--- src/fts_pkg.sv ---
package fts_pkg;

  // ****************************************************************
  // Register map (byte addresses on the 32-bit bus)
  // ****************************************************************
  localparam logic [7:0] FTS_ADR_CTRL = 8'h00;
  localparam logic [7:0] FTS_ADR_KEY = 8'h04;
  localparam logic [7:0] FTS_ADR_TGT_UP = 8'h08;
  localparam logic [7:0] FTS_ADR_TGT_LO = 8'h0c;
  localparam logic [7:0] FTS_ADR_PAGE = 8'h10;

  // ****************************************************************
  // Control register fields and reset values
  // ****************************************************************
  localparam int FTS_BIT_START = 15;
  localparam int FTS_BIT_ENABLE = 14;
  localparam int FTS_BIT_ERR = 13;
  localparam int FTS_BIT_HALT = 12;
  localparam int FTS_OP_MSB = 3;
  localparam logic [3:0] FTS_OP_ERASE = 4'h3;
  localparam logic [3:0] FTS_OP_PROG = 4'h1;
  localparam logic [3:0] FTS_OP_RST = 4'h0;
  localparam logic [7:0] FTS_PAGE_RST = 8'h00;
  localparam logic [7:0] FTS_ADR_UP_RST = 8'h00;
  localparam logic [15:0] FTS_ADR_LO_RST = 16'h0000;
  localparam int FTS_PAGE_SPACE_BIT = 7;

  // ****************************************************************
  // Unlock sequence
  // ****************************************************************
  localparam logic [7:0] FTS_KEY_FIRST = 8'h55;
  localparam logic [7:0] FTS_KEY_SECOND = 8'haa;
  localparam logic [1:0] FTS_KSEQ_NONE = 2'h0;
  localparam logic [1:0] FTS_KSEQ_HALF = 2'h1;
  localparam logic [1:0] FTS_KSEQ_OPEN = 2'h2;

  // ****************************************************************
  // Alignment masks on the 24-bit program address
  // ****************************************************************
  // One erase page is 1024 words, two address units each
  localparam logic [23:0] FTS_PAGE_MASK = 24'hfff800;
  // A double-word pair spans four address units
  localparam logic [23:0] FTS_PAIR_MASK = 24'hfffffc;

  // ****************************************************************
  // Timing at 20 MHz
  // ****************************************************************
  localparam int FTS_CLK_HZ = 20_000_000;
  localparam int FTS_CLK_PERIOD_NS = 50;
  localparam int FTS_T_ERASE_NS = 2_000_000;
  localparam int FTS_T_PROG_NS = 50_000;
  localparam int FTS_T_VREG_NS = 10_000;
  localparam int FTS_ERASE_CYC = (FTS_T_ERASE_NS + FTS_CLK_PERIOD_NS - 1) / FTS_CLK_PERIOD_NS;
  localparam int FTS_PROG_CYC = (FTS_T_PROG_NS + FTS_CLK_PERIOD_NS - 1) / FTS_CLK_PERIOD_NS;
  localparam int FTS_VREG_CYC = (FTS_T_VREG_NS + FTS_CLK_PERIOD_NS - 1) / FTS_CLK_PERIOD_NS;
  localparam int FTS_TMR_W = 20;
  localparam int FTS_WAKE_W = 8;

  // ****************************************************************
  // Types
  // ****************************************************************
  typedef enum logic [2:0] {
    FTS_ST_IDLE = 3'b001,
    FTS_ST_BUSY = 3'b010,
    FTS_ST_WAKE = 3'b100
  } fts_state_t;

  typedef struct packed {
    logic valid;
    logic high;
    logic byte_mode;
    logic write;
    logic [15:0] ea;
    logic [15:0] wdata;
  } fts_tbl_req_t;

  typedef struct packed {
    logic erase;
    logic prog;
    logic [23:0] addr;
    logic [47:0] data;
  } fts_flash_op_t;

endpackage

--- src/fts_sequencer.sv ---
`timescale 1ns/1ps
// Operation
// - Low word read in word mode returns program bits 15..0.
// - Low word byte read returns upper or lower low-word byte by byte select.
// - High word read returns program bits 23..16 with upper data byte zero.
// - High byte read returns bits 23..16, or zero for the phantom byte.
// - Page bit 7 picks user space or configuration space.
// - Table address is page value above the 16-bit effective address.
// - Addresses step by two per word; low and high spaces share ranges.
// - Page erase clears 1024 words on page-aligned boundaries.
// - Program writes two adjacent words at a pair-aligned address.
// - Processor is stalled while program or erase runs.
// - Start bit launches the self-timed operation; hardware clears it at end.
// - Two key values written back to back unlock one start.
// - Operation address is upper register above lower register.
// - Enable bit allows program and erase; zero inhibits them.
// - Error flag sets on bad start or bad termination.
// - Halt-in-idle stops flash work in idle; otherwise it continues.
// - Operation codes erase 0011, program 0001; others start nothing.
// - Start, enable, error and op fields reset only on power-on.
// - Power-save request is ignored while an operation runs.
// - With halt-in-idle, flash stays unavailable a regulator delay after idle.
// - Software can set the start bit but never clear it.
module fts_sequencer #(
  parameter int ERASE_CYCLES = fts_pkg::FTS_ERASE_CYC
) (
  // Clock and power-on reset
  input wire logic clk_sys,
  input wire logic resetn,
  // Warm reset from the reset controller, same clock
  input wire logic warm_rst,
  // Wishbone slave
  input wire logic wb_cyc_i,
  input wire logic wb_stb_i,
  input wire logic wb_we_i,
  input wire logic [7:0] wb_adr_i,
  input wire logic [3:0] wb_sel_i,
  input wire logic [31:0] wb_dat_i,
  output logic wb_ack_o,
  output logic [31:0] wb_dat_o,
  // CPU table instructions and power state
  input fts_pkg::fts_tbl_req_t tbl_req,
  output logic tbl_done,
  output logic [15:0] tbl_rdata,
  output logic cpu_stall,
  input wire logic power_save_instruction,
  input wire logic idle_exit,
  output logic idle_granted,
  output logic flash_ready,
  // Flash array
  output logic [23:0] flash_rd_addr,
  input wire logic [23:0] flash_rd_data,
  output fts_pkg::fts_flash_op_t flash_op
);
  import fts_pkg::*;

  // ****************************************************************
  // State
  // ****************************************************************
  typedef struct packed {
    fts_state_t st;
    logic start;
    logic enable;
    logic err;
    logic halt;
    logic [3:0] op;
    logic [7:0] page;
    logic [7:0] adr_up;
    logic [15:0] adr_lo;
    logic [1:0] kseq;
    logic ack;
    logic [31:0] dat;
    logic rd_pend;
    logic rd_high;
    logic rd_byte;
    logic rd_bsel;
    logic tbl_done;
    logic [15:0] tbl_rdata;
    logic [23:0] rd_addr;
    logic [47:0] latch;
    fts_flash_op_t fop;
    logic idle;
    logic [FTS_WAKE_W-1:0] wake_cnt;
    logic stall;
    logic ready;
  } fts_seq_s_t;

  fts_seq_s_t s_ff;
  fts_seq_s_t nxt_s;

  localparam logic [FTS_WAKE_W-1:0] WAKE_LAST = FTS_WAKE_W'(FTS_VREG_CYC - 1);

  logic tmr_done;
  logic tmr_start;
  logic tmr_abort;

  // Merge the two low byte lanes of a write into a 16-bit register
  function automatic logic [15:0] sel_merge(input logic [15:0] old, input logic [31:0] wd,
                                            input logic [3:0] sel);
    logic [15:0] r;
    r = old;
    if (sel[0]) begin
      r[7:0] = wd[7:0];
    end
    if (sel[1]) begin
      r[15:8] = wd[15:8];
    end
    return r;
  endfunction

  function automatic logic [15:0] ctrl_view(input fts_seq_s_t s);
    logic [15:0] v;
    v = 16'h0000;
    v[FTS_BIT_START] = s.start;
    v[FTS_BIT_ENABLE] = s.enable;
    v[FTS_BIT_ERR] = s.err;
    v[FTS_BIT_HALT] = s.halt;
    v[FTS_OP_MSB:0] = s.op;
    return v;
  endfunction

  logic wb_req;
  logic wb_wr;
  logic [15:0] ctrl_wr;
  logic start_try;
  logic start_ok;
  logic op_valid;
  logic tbl_take;
  logic [23:0] op_target;

  // ****************************************************************
  // Next-state logic
  // ****************************************************************
  always_comb begin
    nxt_s = s_ff;
    tmr_start = 1'b0;
    tmr_abort = 1'b0;
    wb_req = wb_cyc_i && wb_stb_i && !s_ff.ack;
    wb_wr = wb_req && wb_we_i;
    ctrl_wr = sel_merge(ctrl_view(s_ff), wb_dat_i, wb_sel_i);
    start_try = wb_wr && (wb_adr_i == FTS_ADR_CTRL) && wb_sel_i[1]
                && ctrl_wr[FTS_BIT_START] && !s_ff.start;
    op_valid = (ctrl_wr[FTS_OP_MSB:0] == FTS_OP_ERASE)
               || (ctrl_wr[FTS_OP_MSB:0] == FTS_OP_PROG);
    start_ok = start_try && (s_ff.kseq == FTS_KSEQ_OPEN) && ctrl_wr[FTS_BIT_ENABLE]
               && op_valid && (s_ff.st == FTS_ST_IDLE);
    op_target = {s_ff.adr_up, s_ff.adr_lo};
    nxt_s.tbl_done = 1'b0;

    // Wishbone: one wait state, ack drops the cycle after it is given
    nxt_s.ack = wb_req;
    nxt_s.dat = 32'h0000_0000;
    if (wb_req && !wb_we_i) begin
      unique case (wb_adr_i)
        FTS_ADR_CTRL: nxt_s.dat[15:0] = ctrl_view(s_ff);
        FTS_ADR_TGT_UP: nxt_s.dat[7:0] = s_ff.adr_up;
        FTS_ADR_TGT_LO: nxt_s.dat[15:0] = s_ff.adr_lo;
        FTS_ADR_PAGE: nxt_s.dat[7:0] = s_ff.page;
        default: nxt_s.dat = 32'h0000_0000;
      endcase
    end

    if (wb_wr) begin
      // Any write other than the next key value breaks the unlock
      nxt_s.kseq = FTS_KSEQ_NONE;
      unique case (wb_adr_i)
        FTS_ADR_CTRL: begin
          nxt_s.enable = ctrl_wr[FTS_BIT_ENABLE];
          nxt_s.err = ctrl_wr[FTS_BIT_ERR];
          nxt_s.halt = ctrl_wr[FTS_BIT_HALT];
          nxt_s.op = ctrl_wr[FTS_OP_MSB:0];
        end
        FTS_ADR_KEY: begin
          if (wb_sel_i[0] && wb_dat_i[7:0] == FTS_KEY_FIRST) begin
            nxt_s.kseq = FTS_KSEQ_HALF;
          end else if (wb_sel_i[0] && wb_dat_i[7:0] == FTS_KEY_SECOND
                       && s_ff.kseq == FTS_KSEQ_HALF) begin
            nxt_s.kseq = FTS_KSEQ_OPEN;
          end
        end
        FTS_ADR_TGT_UP: nxt_s.adr_up = 8'(sel_merge({8'h00, s_ff.adr_up}, wb_dat_i, wb_sel_i));
        FTS_ADR_TGT_LO: nxt_s.adr_lo = sel_merge(s_ff.adr_lo, wb_dat_i, wb_sel_i);
        FTS_ADR_PAGE: nxt_s.page = 8'(sel_merge({8'h00, s_ff.page}, wb_dat_i, wb_sel_i));
        default: nxt_s.kseq = FTS_KSEQ_NONE;
      endcase
      // A zero written to start leaves it alone
      if (start_ok) begin
        nxt_s.start = 1'b1;
      end else if (start_try) begin
        nxt_s.err = 1'b1;
      end
    end

    // Launch of the self-timed operation
    if (start_ok) begin
      nxt_s.st = FTS_ST_BUSY;
      tmr_start = 1'b1;
      nxt_s.fop.erase = (ctrl_wr[FTS_OP_MSB:0] == FTS_OP_ERASE);
      nxt_s.fop.prog = (ctrl_wr[FTS_OP_MSB:0] == FTS_OP_PROG);
      nxt_s.fop.data = s_ff.latch;
      if (ctrl_wr[FTS_OP_MSB:0] == FTS_OP_ERASE) begin
        nxt_s.fop.addr = op_target & FTS_PAGE_MASK;
      end else begin
        nxt_s.fop.addr = op_target & FTS_PAIR_MASK;
      end
    end

    // Operation, idle and wake sequencing
    unique case (s_ff.st)
      FTS_ST_IDLE: begin
        if (s_ff.idle && idle_exit) begin
          nxt_s.idle = 1'b0;
          if (s_ff.halt) begin
            nxt_s.st = FTS_ST_WAKE;
            nxt_s.wake_cnt = WAKE_LAST;
          end
        end else if (power_save_instruction && !start_ok) begin
          nxt_s.idle = 1'b1;
        end
      end
      FTS_ST_BUSY: begin
        // Power-save is simply not granted here
        if (s_ff.idle && idle_exit) begin
          nxt_s.idle = 1'b0;
        end
        if (s_ff.idle && s_ff.halt) begin
          tmr_abort = 1'b1;
          nxt_s.start = 1'b0;
          nxt_s.err = 1'b1;
          nxt_s.fop.erase = 1'b0;
          nxt_s.fop.prog = 1'b0;
          nxt_s.st = FTS_ST_IDLE;
        end else if (tmr_done) begin
          nxt_s.start = 1'b0;
          nxt_s.fop.erase = 1'b0;
          nxt_s.fop.prog = 1'b0;
          nxt_s.st = FTS_ST_IDLE;
        end
      end
      FTS_ST_WAKE: begin
        if (s_ff.wake_cnt == '0) begin
          nxt_s.st = FTS_ST_IDLE;
        end else begin
          nxt_s.wake_cnt = s_ff.wake_cnt - 1'b1;
        end
      end
      default: nxt_s.st = FTS_ST_IDLE;
    endcase
    nxt_s.stall = (nxt_s.st == FTS_ST_BUSY);
    // Flash is unusable in idle with halt set, and until the regulator settles
    nxt_s.ready = (nxt_s.st == FTS_ST_IDLE) && !(nxt_s.idle && s_ff.halt);

    // Table accesses, taken only while flash is usable
    tbl_take = tbl_req.valid && s_ff.ready && !s_ff.rd_pend && !s_ff.tbl_done;
    if (tbl_take && !tbl_req.write) begin
      nxt_s.rd_addr = {s_ff.page, tbl_req.ea};
      nxt_s.rd_pend = 1'b1;
      nxt_s.rd_high = tbl_req.high;
      nxt_s.rd_byte = tbl_req.byte_mode;
      nxt_s.rd_bsel = tbl_req.ea[0];
    end else if (tbl_take) begin
      // Word index within the pair comes from address bit 1
      nxt_s.tbl_done = 1'b1;
      if (tbl_req.high) begin
        if (!tbl_req.byte_mode || !tbl_req.ea[0]) begin
          nxt_s.latch[tbl_req.ea[1] * 24 + 16 +: 8] = tbl_req.wdata[7:0];
        end
      end else if (!tbl_req.byte_mode) begin
        nxt_s.latch[tbl_req.ea[1] * 24 +: 16] = tbl_req.wdata;
      end else if (tbl_req.ea[0]) begin
        nxt_s.latch[tbl_req.ea[1] * 24 + 8 +: 8] = tbl_req.wdata[7:0];
      end else begin
        nxt_s.latch[tbl_req.ea[1] * 24 +: 8] = tbl_req.wdata[7:0];
      end
    end
    if (s_ff.rd_pend) begin
      nxt_s.rd_pend = 1'b0;
      nxt_s.tbl_done = 1'b1;
      nxt_s.tbl_rdata = 16'h0000;
      if (!s_ff.rd_high && !s_ff.rd_byte) begin
        nxt_s.tbl_rdata = flash_rd_data[15:0];
      end else if (!s_ff.rd_high) begin
        nxt_s.tbl_rdata[7:0] = s_ff.rd_bsel ? flash_rd_data[15:8] : flash_rd_data[7:0];
      end else if (!s_ff.rd_byte) begin
        nxt_s.tbl_rdata[7:0] = flash_rd_data[23:16];
      end else if (!s_ff.rd_bsel) begin
        nxt_s.tbl_rdata[7:0] = flash_rd_data[23:16];
      end
    end

    // Warm reset spares the power-on-only control fields
    if (warm_rst) begin
      nxt_s.halt = 1'b0;
      nxt_s.page = FTS_PAGE_RST;
      nxt_s.adr_up = FTS_ADR_UP_RST;
      nxt_s.adr_lo = FTS_ADR_LO_RST;
      nxt_s.kseq = FTS_KSEQ_NONE;
      nxt_s.ack = 1'b0;
      nxt_s.rd_pend = 1'b0;
      nxt_s.tbl_done = 1'b0;
      nxt_s.idle = 1'b0;
    end
  end

  always_ff @(posedge clk_sys or negedge resetn) begin
    if (!resetn) begin
      s_ff <= '0;
      s_ff.st <= FTS_ST_IDLE;
      s_ff.op <= FTS_OP_RST;
      s_ff.ready <= 1'b1;
    end else begin
      s_ff <= nxt_s;
    end
  end

  // ****************************************************************
  // Operation timer
  // ****************************************************************
  fts_op_timer #(
    .ERASE_CYCLES(ERASE_CYCLES),
    .PROG_CYCLES(FTS_PROG_CYC)
  ) u_timer (
    .clk_sys(clk_sys),
    .resetn(resetn),
    .start(tmr_start),
    .is_erase(nxt_s.fop.erase),
    .abort(tmr_abort),
    .done(tmr_done)
  );

  // ****************************************************************
  // Outputs
  // ****************************************************************
  assign wb_ack_o = s_ff.ack;
  assign wb_dat_o = s_ff.dat;
  assign tbl_done = s_ff.tbl_done;
  assign tbl_rdata = s_ff.tbl_rdata;
  assign cpu_stall = s_ff.stall;
  assign idle_granted = s_ff.idle;
  assign flash_ready = s_ff.ready;
  assign flash_rd_addr = s_ff.rd_addr;
  assign flash_op = s_ff.fop;
endmodule

--- src/fts_op_timer.sv ---
`timescale 1ns/1ps
module fts_op_timer #(
  parameter int ERASE_CYCLES = fts_pkg::FTS_ERASE_CYC,
  parameter int PROG_CYCLES = fts_pkg::FTS_PROG_CYC
) (
  // Clock and reset
  input wire logic clk_sys,
  input wire logic resetn,
  // Control
  input wire logic start,
  input wire logic is_erase,
  input wire logic abort,
  // Status
  output logic done
);
  import fts_pkg::*;

  typedef struct packed {
    logic run;
    logic done;
    logic [FTS_TMR_W-1:0] cnt;
  } fts_tmr_s_t;

  fts_tmr_s_t tmr_ff;
  fts_tmr_s_t nxt_tmr;

  localparam logic [FTS_TMR_W-1:0] ERASE_LAST = FTS_TMR_W'(ERASE_CYCLES - 1);
  localparam logic [FTS_TMR_W-1:0] PROG_LAST = FTS_TMR_W'(PROG_CYCLES - 1);

  always_comb begin
    nxt_tmr = tmr_ff;
    nxt_tmr.done = 1'b0;
    if (abort) begin
      nxt_tmr.run = 1'b0;
    end else if (start) begin
      nxt_tmr.run = 1'b1;
      nxt_tmr.cnt = is_erase ? ERASE_LAST : PROG_LAST;
    end else if (tmr_ff.run) begin
      if (tmr_ff.cnt == '0) begin
        nxt_tmr.run = 1'b0;
        nxt_tmr.done = 1'b1;
      end else begin
        nxt_tmr.cnt = tmr_ff.cnt - 1'b1;
      end
    end
  end

  always_ff @(posedge clk_sys or negedge resetn) begin
    if (!resetn) begin
      tmr_ff <= '0;
    end else begin
      tmr_ff <= nxt_tmr;
    end
  end

  assign done = tmr_ff.done;
endmodule

--- config.mk ---
export PLATFORM = sky130hd
export DESIGN_NAME = fts_sequencer
export DESIGN_NICKNAME = d
export VERILOG_FILES = /design/src/fts_pkg.sv /design/src/fts_sequencer.sv /design/src/fts_op_timer.sv
export SDC_FILE = /design/constraint.sdc
export NUM_CORES = 1
export LEC_CHECK = 0
export CAP_MARGIN = 10
export CORE_MARGIN = 5
export CORE_UTILIZATION = 30
export CTS_CLUSTER_DIAMETER = 150
export DETAILED_ROUTE_END_ITERATION = 8
export DONT_BUFFER_PORTS = 1
export GPL_TIMING_DRIVEN = 0
export HOLD_SLACK_MARGIN = 0.12
export PLACE_DENSITY_LB_ADDON = 0.08
export RECOVER_POWER = 100
export SLEW_MARGIN = 20
export SYNTH_ARGS = -nofsm -noshare
export SYNTH_HDL_FRONTEND = slang
export SYNTH_SLANG_ARGS = --single-unit
--- constraint.sdc ---
create_clock -name clk_sys -period 3.1 [get_ports clk_sys]
set_clock_uncertainty 0.15 [all_clocks]
set_input_delay 0.62 -clock clk_sys [delete_from_list [all_inputs] [get_ports clk_sys]]
set_output_delay 0.62 -clock clk_sys [all_outputs]
set_load 0.005 [all_outputs]
==> out/results.ini, run 1 <==
[outcome]
run_status = complete, but fails checks
violations = negative hold slack

[worst_setup_path]
required_ns = 3.34
critical_path_depth = 5
crit_path_max_fanout = 10
cp.buffers_inverters = 1
critPathTopFamily = simple AND/OR/NAND/NOR gates
cpPeakStageDelay_ns = 0.58
critPathKind = reg2reg
r2r_cells = 5
arrival_ns = 3.22
crit_chain = or3b_1 > or4b_4 > or4_4 > clkbuf_2 > a22o_1
crit_path_end_kind = register
cp-start-kind = register
slowest_stage = or4_4

[placed_design]
placed_cells = 1702
globalplace.congestion = 0.764
place_ws_ns = -0.472
dp_hpwl_um = 24800
io_buffers = 0

[sta]
setup_ws_ns = 0.116
tightest_slew_ns = 0.876
fmax_mhz = 335
maxSlewViolCount = 0
min_period_ns = 2.98
hold_slack_ns = -0.346
hold_viol = 258
period_share_pct = 96.3
grt_setup_unrepaired = no
slew_headroom_pct = 41.3
finalSetupTns_ns = 0
setup_viol = 0

[detailed_routing]
remaining_drc_errors = 0
dr.pass1.iters = 5
drt-wirelength-per-cell_um = 19.4
drt_iter0_drc = 457
vias = 8337
finalWirelength_um = 35300
via_per_inst = 4.60
final_antenna_net_count = 0

[clock_network]
cts.sinks = 259
clock-root-buffer = clkbuf_16
clkTransAtPathRegs_ns = 0.05
holdBufCountCts = 48
numCtsBuffers = 34
cts_tree = done
htree_levels = 2
clk_path_buf_depth = 3
insertion_delay_ns = 0.51

[synthesis]
netlist_area_um2 = 11800
postSynth.asyncResetShare_pct = 100
synthFlopType = dfrtp_1
synth_area_per_cell_um2 = 10.1
ys_ff_latch = 259
synth_edf_count = 0
synth_seq_area_share_pct = 55.1
synthDistinctLibCells = 60
ys_warn_count = 0
synthCells = 1167

[finish]
drive_gt1_share_pct = 18.1
fin_nets = 1387
final_cells = 1814
nFillCells = 4032
syn_to_final_growth_pct = 18.5
antennaDiodeCount = 0

[power]
vdd.ir_drop.worst_v = 0.000293
p_leak_nw = 6.40
power_density_nw_per_um2 = 596
total_power_w = 0.00832

[floorplan]
core-area_um2 = 38700
die_y_um = 208
dieArea_um2 = 43300
die_w_um = 208
start_util_pct = 30.4
num_rows = 72
ios = 263

[global_route]
grt_overflow_total = 0
grt_pass1_wl_um = 54700
grt_pass1_vias = 8576
antenna_found_initial = 1
grt_start_max_net_pins = 260
grt_usage_pct = 16.0

[run]
cap_violations = 0

[hold_path]
min-delay-path-class = in2async

-- cell usage in the layout (no fill, tap or decap), types with 16 or more instances in the layout --
cell type and count:
mux2_2 63, a22oi_1 16, buf_4 24, inv_1 21, dlygate4sd3_1 48, conb_1 18
clkbuf_4 74, clkbuf_1 99, clkbuf_16 35, nand2_1 282, o21ai_0 65, a21oi_1 33
dfrtp_1 257, nor2_1 57
-- registers in the layout, indices dropped and copies added (netlist names), 16 cells and up --
name	cells
flash_op	72
flash_rd_addr	24
op_target	24
s_ff	80
tbl_rdata	16
u_timer.tmr_ff	21
wb_dat_o	16
-- cell usage after synthesis, drive strengths merged, types with 4 or more instances --
library cell / count / area share, %
inv: 21 / 0.67
mux2i: 4 / 0.34
nor3: 10 / 0.43
a22o: 15 / 1.1
o21a: 5 / 0.32
a222oi: 8 / 0.68
xnor2: 8 / 0.60
xor2: 9 / 0.67
a21oi: 33 / 1.4
nor4bb: 5 / 0.43
o21ai: 65 / 2.8
dfrtp: 257 / 55
a31oi: 12 / 0.64
or4: 6 / 0.38
mux2: 63 / 6.0
nor3b: 4 / 0.26
and3: 8 / 0.43
nand2: 282 / 9.0
or3: 7 / 0.37
buf: 155 / 9.7
nor2b: 4 / 0.21
a22oi: 16 / 1.0
clkbuf: 40 / 1.3
nand2b: 5 / 0.27
and2: 7 / 0.37
nand3: 14 / 0.60
nor2: 57 / 1.8
nor4: 8 / 0.55
-- cell type report --
class,count,area (um2),share of cell area [%]
buffer,194,1100,7.87
clock buffer,50,1020,7.33
clock inverter,9,80.1,0.574
inverter,22,82.6,0.592
multi-input combinational,708,4010,28.8
sequential,259,6480,46.5
tap,518,648,4.65
timing repair buffer,54,518,3.71
-- worst paths after layout --
kind                                    from      endpoint  slack, ns
min in group clk_sys             wb_dat_i[6]     s_ff[243]       0.16
worst max register to register     s_ff[253]  flash_op[58]       0.12
worst min register to register  flash_op[23]  flash_op[23]       0.31
worst max-delay path               s_ff[253]  flash_op[58]       0.12
max in group asynchronous             resetn   wb_dat_o[6]       2.69
worst min-delay path                  resetn  flash_op[15]      -0.35
-- where the power goes --
part           switching (W)  internal [W]  total [W]
logic               0.000303      0.000352   0.000655
clock network        0.00150       0.00236    0.00386
registers           0.000143       0.00365    0.00380
total                0.00195       0.00637    0.00832
-- timing repair --
item | CTS | global route
pin swaps | 1 | 1
endpoints found under the setup margin | 97 | 66
endpoints found under the hold margin | 333 | 259
resized for setup | 7 | 9
setup buffers | 3 | 3
-- through the flow --
stage | util [%] | hold WS (ns) | area [um2]
2_1_floorplan | - | 0.174 | 11800
3_3_place_gp | 32.2 | 0.182 | 12500
3_5_place_dp | 32.2 | 0.182 | 12500
4_1_cts | 36.4 | -0.374 | 14100
5_1_grt | 36.0 | -0.375 | 13900
6_report | 36.0 | -0.346 | 13900
-- routing by layer --
layer	part of all wire [%]	track usage, %
met5	0.037	0
met2	45	25.0
met1	46	22.2
met3	6.2	4.46
met4	1.9	3.71
-- cells by family after synthesis --
kind of cell             after synthesis  share of synthesized area (%)
buffers and inverters                217                           11.7
adder cells (fa/ha/maj)                2                          0.213
multiplexers                          67                           6.37
XOR/XNOR                              17                           1.27
AO/OA/AOI/OAI                        170                           9.09
AND/OR/NAND/NOR                      434                           16.3
flip-flops                           259                           55.1
other                                  1                         0.0319
(Power assumes the default switching activity.)
==> run 2, diff against run 1 <==
--- a/config.mk
+++ b/config.mk
@@ -13,6 +13,7 @@
 export DONT_BUFFER_PORTS = 1
 export GPL_TIMING_DRIVEN = 0
 export HOLD_SLACK_MARGIN = 0.12
+export MAX_ROUTING_LAYER = met4
 export PLACE_DENSITY_LB_ADDON = 0.08
 export RECOVER_POWER = 100
 export SLEW_MARGIN = 20
==> run 2 against run 1 <==
The run still ends with negative hold slack left. Register-to-register slack is essentially flat. Critical path depth up 2. Maximum frequency down 0.10%. Sequential share of layout area about the same. Setup slack got worse by 0.0031 ns. Utilization about the same. Clock-buffer cell count stayed put. Worst hold slack improved by 0.00099 ns. Global-route usage rose by 0.48 points. First-iteration DRC count shrank 0.22%. Combinational power hardly changed. Sequential power about the same.
==> out/results.ini, run 2 (synthesized netlist as in run 1, its figures left out) <==
[outcome]
run_status = complete, but fails checks
violations = negative hold slack

[worst_setup_path]
cp-startpoint = s_ff[253]
critPathTopFamily = simple AND/OR/NAND/NOR gates
cp.buffers_inverters = 1  ; unchanged
r2r_cells = 7  ; +2
cpPeakStageDelay_ns = 0.57  ; about the same
required_ns = 3.30  ; -0.04 ns
r2r-start = s_ff[253]
arrival_ns = 3.18  ; -0.04 ns
critical_path_depth = 7  ; +2
r2r_end = flash_ready
slowest_stage = dfstp_2
crit_chain = or3b_1 > or4b_4 > nor4_4 > buf_4 > nor2_1 > a22oi_1 > a2bb2oi_1
critPathKind = reg2reg
cp-start-kind = register
r2r_setup_slack_ns = 0.11  ; about the same
crit_path_max_fanout = 6  ; -4
crit_path_end_kind = register

[clock_network]
cts.sinks = 259  ; unchanged
clk_path_buf_depth = 3  ; unchanged
clkTransAtPathRegs_ns = 0.05  ; about the same
cts_tree = done
htree_levels = 2  ; unchanged
clock-root-buffer = clkbuf_16
numCtsBuffers = 34  ; unchanged
insertion_delay_ns = 0.51  ; about the same
holdBufCountCts = 48  ; unchanged

[floorplan]
dieArea_um2 = 43300  ; unchanged
ios = 263  ; unchanged
start_util_pct = 30.4  ; unchanged
core-area_um2 = 38700  ; unchanged
die_w_um = 208  ; unchanged
die_y_um = 208  ; unchanged
num_rows = 72  ; unchanged

[placed_design]
dp_hpwl_um = 24800  ; unchanged
io_buffers = 0  ; unchanged
globalplace.congestion = 0.775  ; +1.3%
placed_cells = 1702  ; unchanged
placed_cell_area_um2 = 12500  ; unchanged

[power]
internal-power_w = 0.00637  ; about the same
power_frac_clock_pct = 46.5  ; about the same
p_leak_nw = 6.40  ; about the same
p_switching_w = 0.00195  ; about the same
p_seq_share_pct = 45.7  ; about the same
vdd.ir_drop.worst_v = 0.000294  ; +0.54%
comb_power_share_pct = 7.9  ; about the same
power_density_nw_per_um2 = 596  ; about the same
swShare_pct = 23.4  ; about the same

[sta]
setup_viol = 0  ; unchanged
maxSlewViolCount = 0  ; unchanged
finalSetupTns_ns = 0  ; unchanged
min_period_ns = 2.99  ; +0.00307 ns
hold_slack_ns = -0.345  ; +0.000994 ns
grt_setup_unrepaired = no
tightest_slew_ns = 0.863  ; -0.0130 ns
period_share_pct = 96.4  ; +0.099 points
hold_viol = 258  ; unchanged
slew_headroom_pct = 42.2  ; +0.87 points
fmax_mhz = 335  ; -0.10%

[finish]
most-common-layout-cells = nand2_1 (282), dfrtp_1 (257), clkbuf_1 (98)
final_cells = 1817  ; +0.17%
drive_gt1_share_pct = 18.2  ; +0.077 points
syn_to_final_growth_pct = 18.6  ; about the same
regMostFlops = s_ff
nFillCells = 4030  ; -0.050%
fin_nets = 1387  ; unchanged
final_util_pct = 36.0  ; about the same
fin_area_um2 = 14000  ; about the same
largest_register_ff_count = 80  ; unchanged
final_common_cell = nand2_1

[global_route]
antenna_found_initial = 3  ; +2
grt_pass1_wl_um = 54700  ; unchanged
grt_pass1_vias = 8569  ; -0.082%
grt_usage_pct = 16.5  ; +0.48 points
grt_start_max_net_pins = 260  ; unchanged
grt_overflow_total = 0  ; unchanged

[detailed_routing]
vias = 8329  ; -0.096%
final_antenna_net_count = 0  ; unchanged
drt_iter0_drc = 456  ; -0.22%
dr.max_layer_used = met4
dr.pass1.iters = 5  ; unchanged
drt-wirelength-per-cell_um = 19.4  ; -0.21%
met1_length_um = 16600  ; +1.3%
finalWirelength_um = 35300  ; about the same
remaining_drc_errors = 0  ; unchanged
wl_met3_um = 1960  ; -10%
via_per_inst = 4.58  ; -0.26%
met2_wirelength_um = 16100  ; +0.36%

[hold_path]
min-delay-path-class = in2async

[run]
cap_violations = 0  ; unchanged

==> run 2: cell type report <==
| type | count | area, um2 | area share (%) |
|---|---|---|---|
| sequential | 259 | 6480 | 46.5 |
| multi-input combinational | 708 | 4010 | 28.7 |
| buffer | 194 | 1100 | 7.89 |
| clock buffer | 50 | 1020 | 7.33 |
| tap | 518 | 648 | 4.64 |
| timing repair buffer | 54 | 518 | 3.71 |
| inverter | 22 | 82.6 | 0.592 |
| clock inverter | 9 | 80.1 | 0.574 |
| antenna | 3 | 7.51 | 0.0538 |
==> run 2: routing by layer <==
metal / track usage [%] / vias up
met5: - / -
met4: 3.71 / 0
met3: 4.14 / 44
met2: 25.1 / 188
met1: 22.4 / 4092
li1: - / 4005
==> run 2: power by group through the flow <==
| stage | Combinational, W | Sequential, W | Clock, W |
|---|---|---|---|
| global route | 0.000726 | 0.00383 | 0.00414 |
| detailed placement | 0.000630 | 0.00386 | 0 |
| floorplan | 0.000521 | 0.00381 | 0 |
| finish | 0.000654 | 0.00380 | 0.00386 |
| CTS | 0.000699 | 0.00380 | 0.00401 |
| global placement | 0.000621 | 0.00385 | 0 |
==> run 2: per-stage QoR <==
stage               setup WS (ns)  power [W]
floorplan                   0.332    0.00434
global placement           -0.454    0.00447
detailed placement         -0.472    0.00449
CTS                        0.0314    0.00851
global route               0.0208    0.00870
finish                      0.113    0.00832
==> run 2: worst register-to-register path, delay by kind of cell (launching register included) <==
family | cells | cell delay, ns
simple gates | 4 | 1.23
compound gates | 2 | 0.70
flops | 1 | 0.57
buf+inv | 1 | 0.18
==> run 2: worst max path at each step <==
| stage | end | slack, ns |
|---|---|---|
| CTS | flash_op[34] | 0.03 |
| finish | flash_ready | 0.11 |
| global placement | flash_ready | -0.45 |
| floorplan | flash_op[55] | 0.33 |
| global route | flash_op[55] | 0.02 |
| detailed placement | flash_ready | -0.47 |
==> run 2: repair_timing <==
action / 4_1_cts / 5_1_grt
endpoints found under the setup margin: 97 / 66
pin swaps: 1 / 1
endpoints found under the hold margin: 333 / 259
resized for setup: 7 / 9
setup buffers: 3 / 3
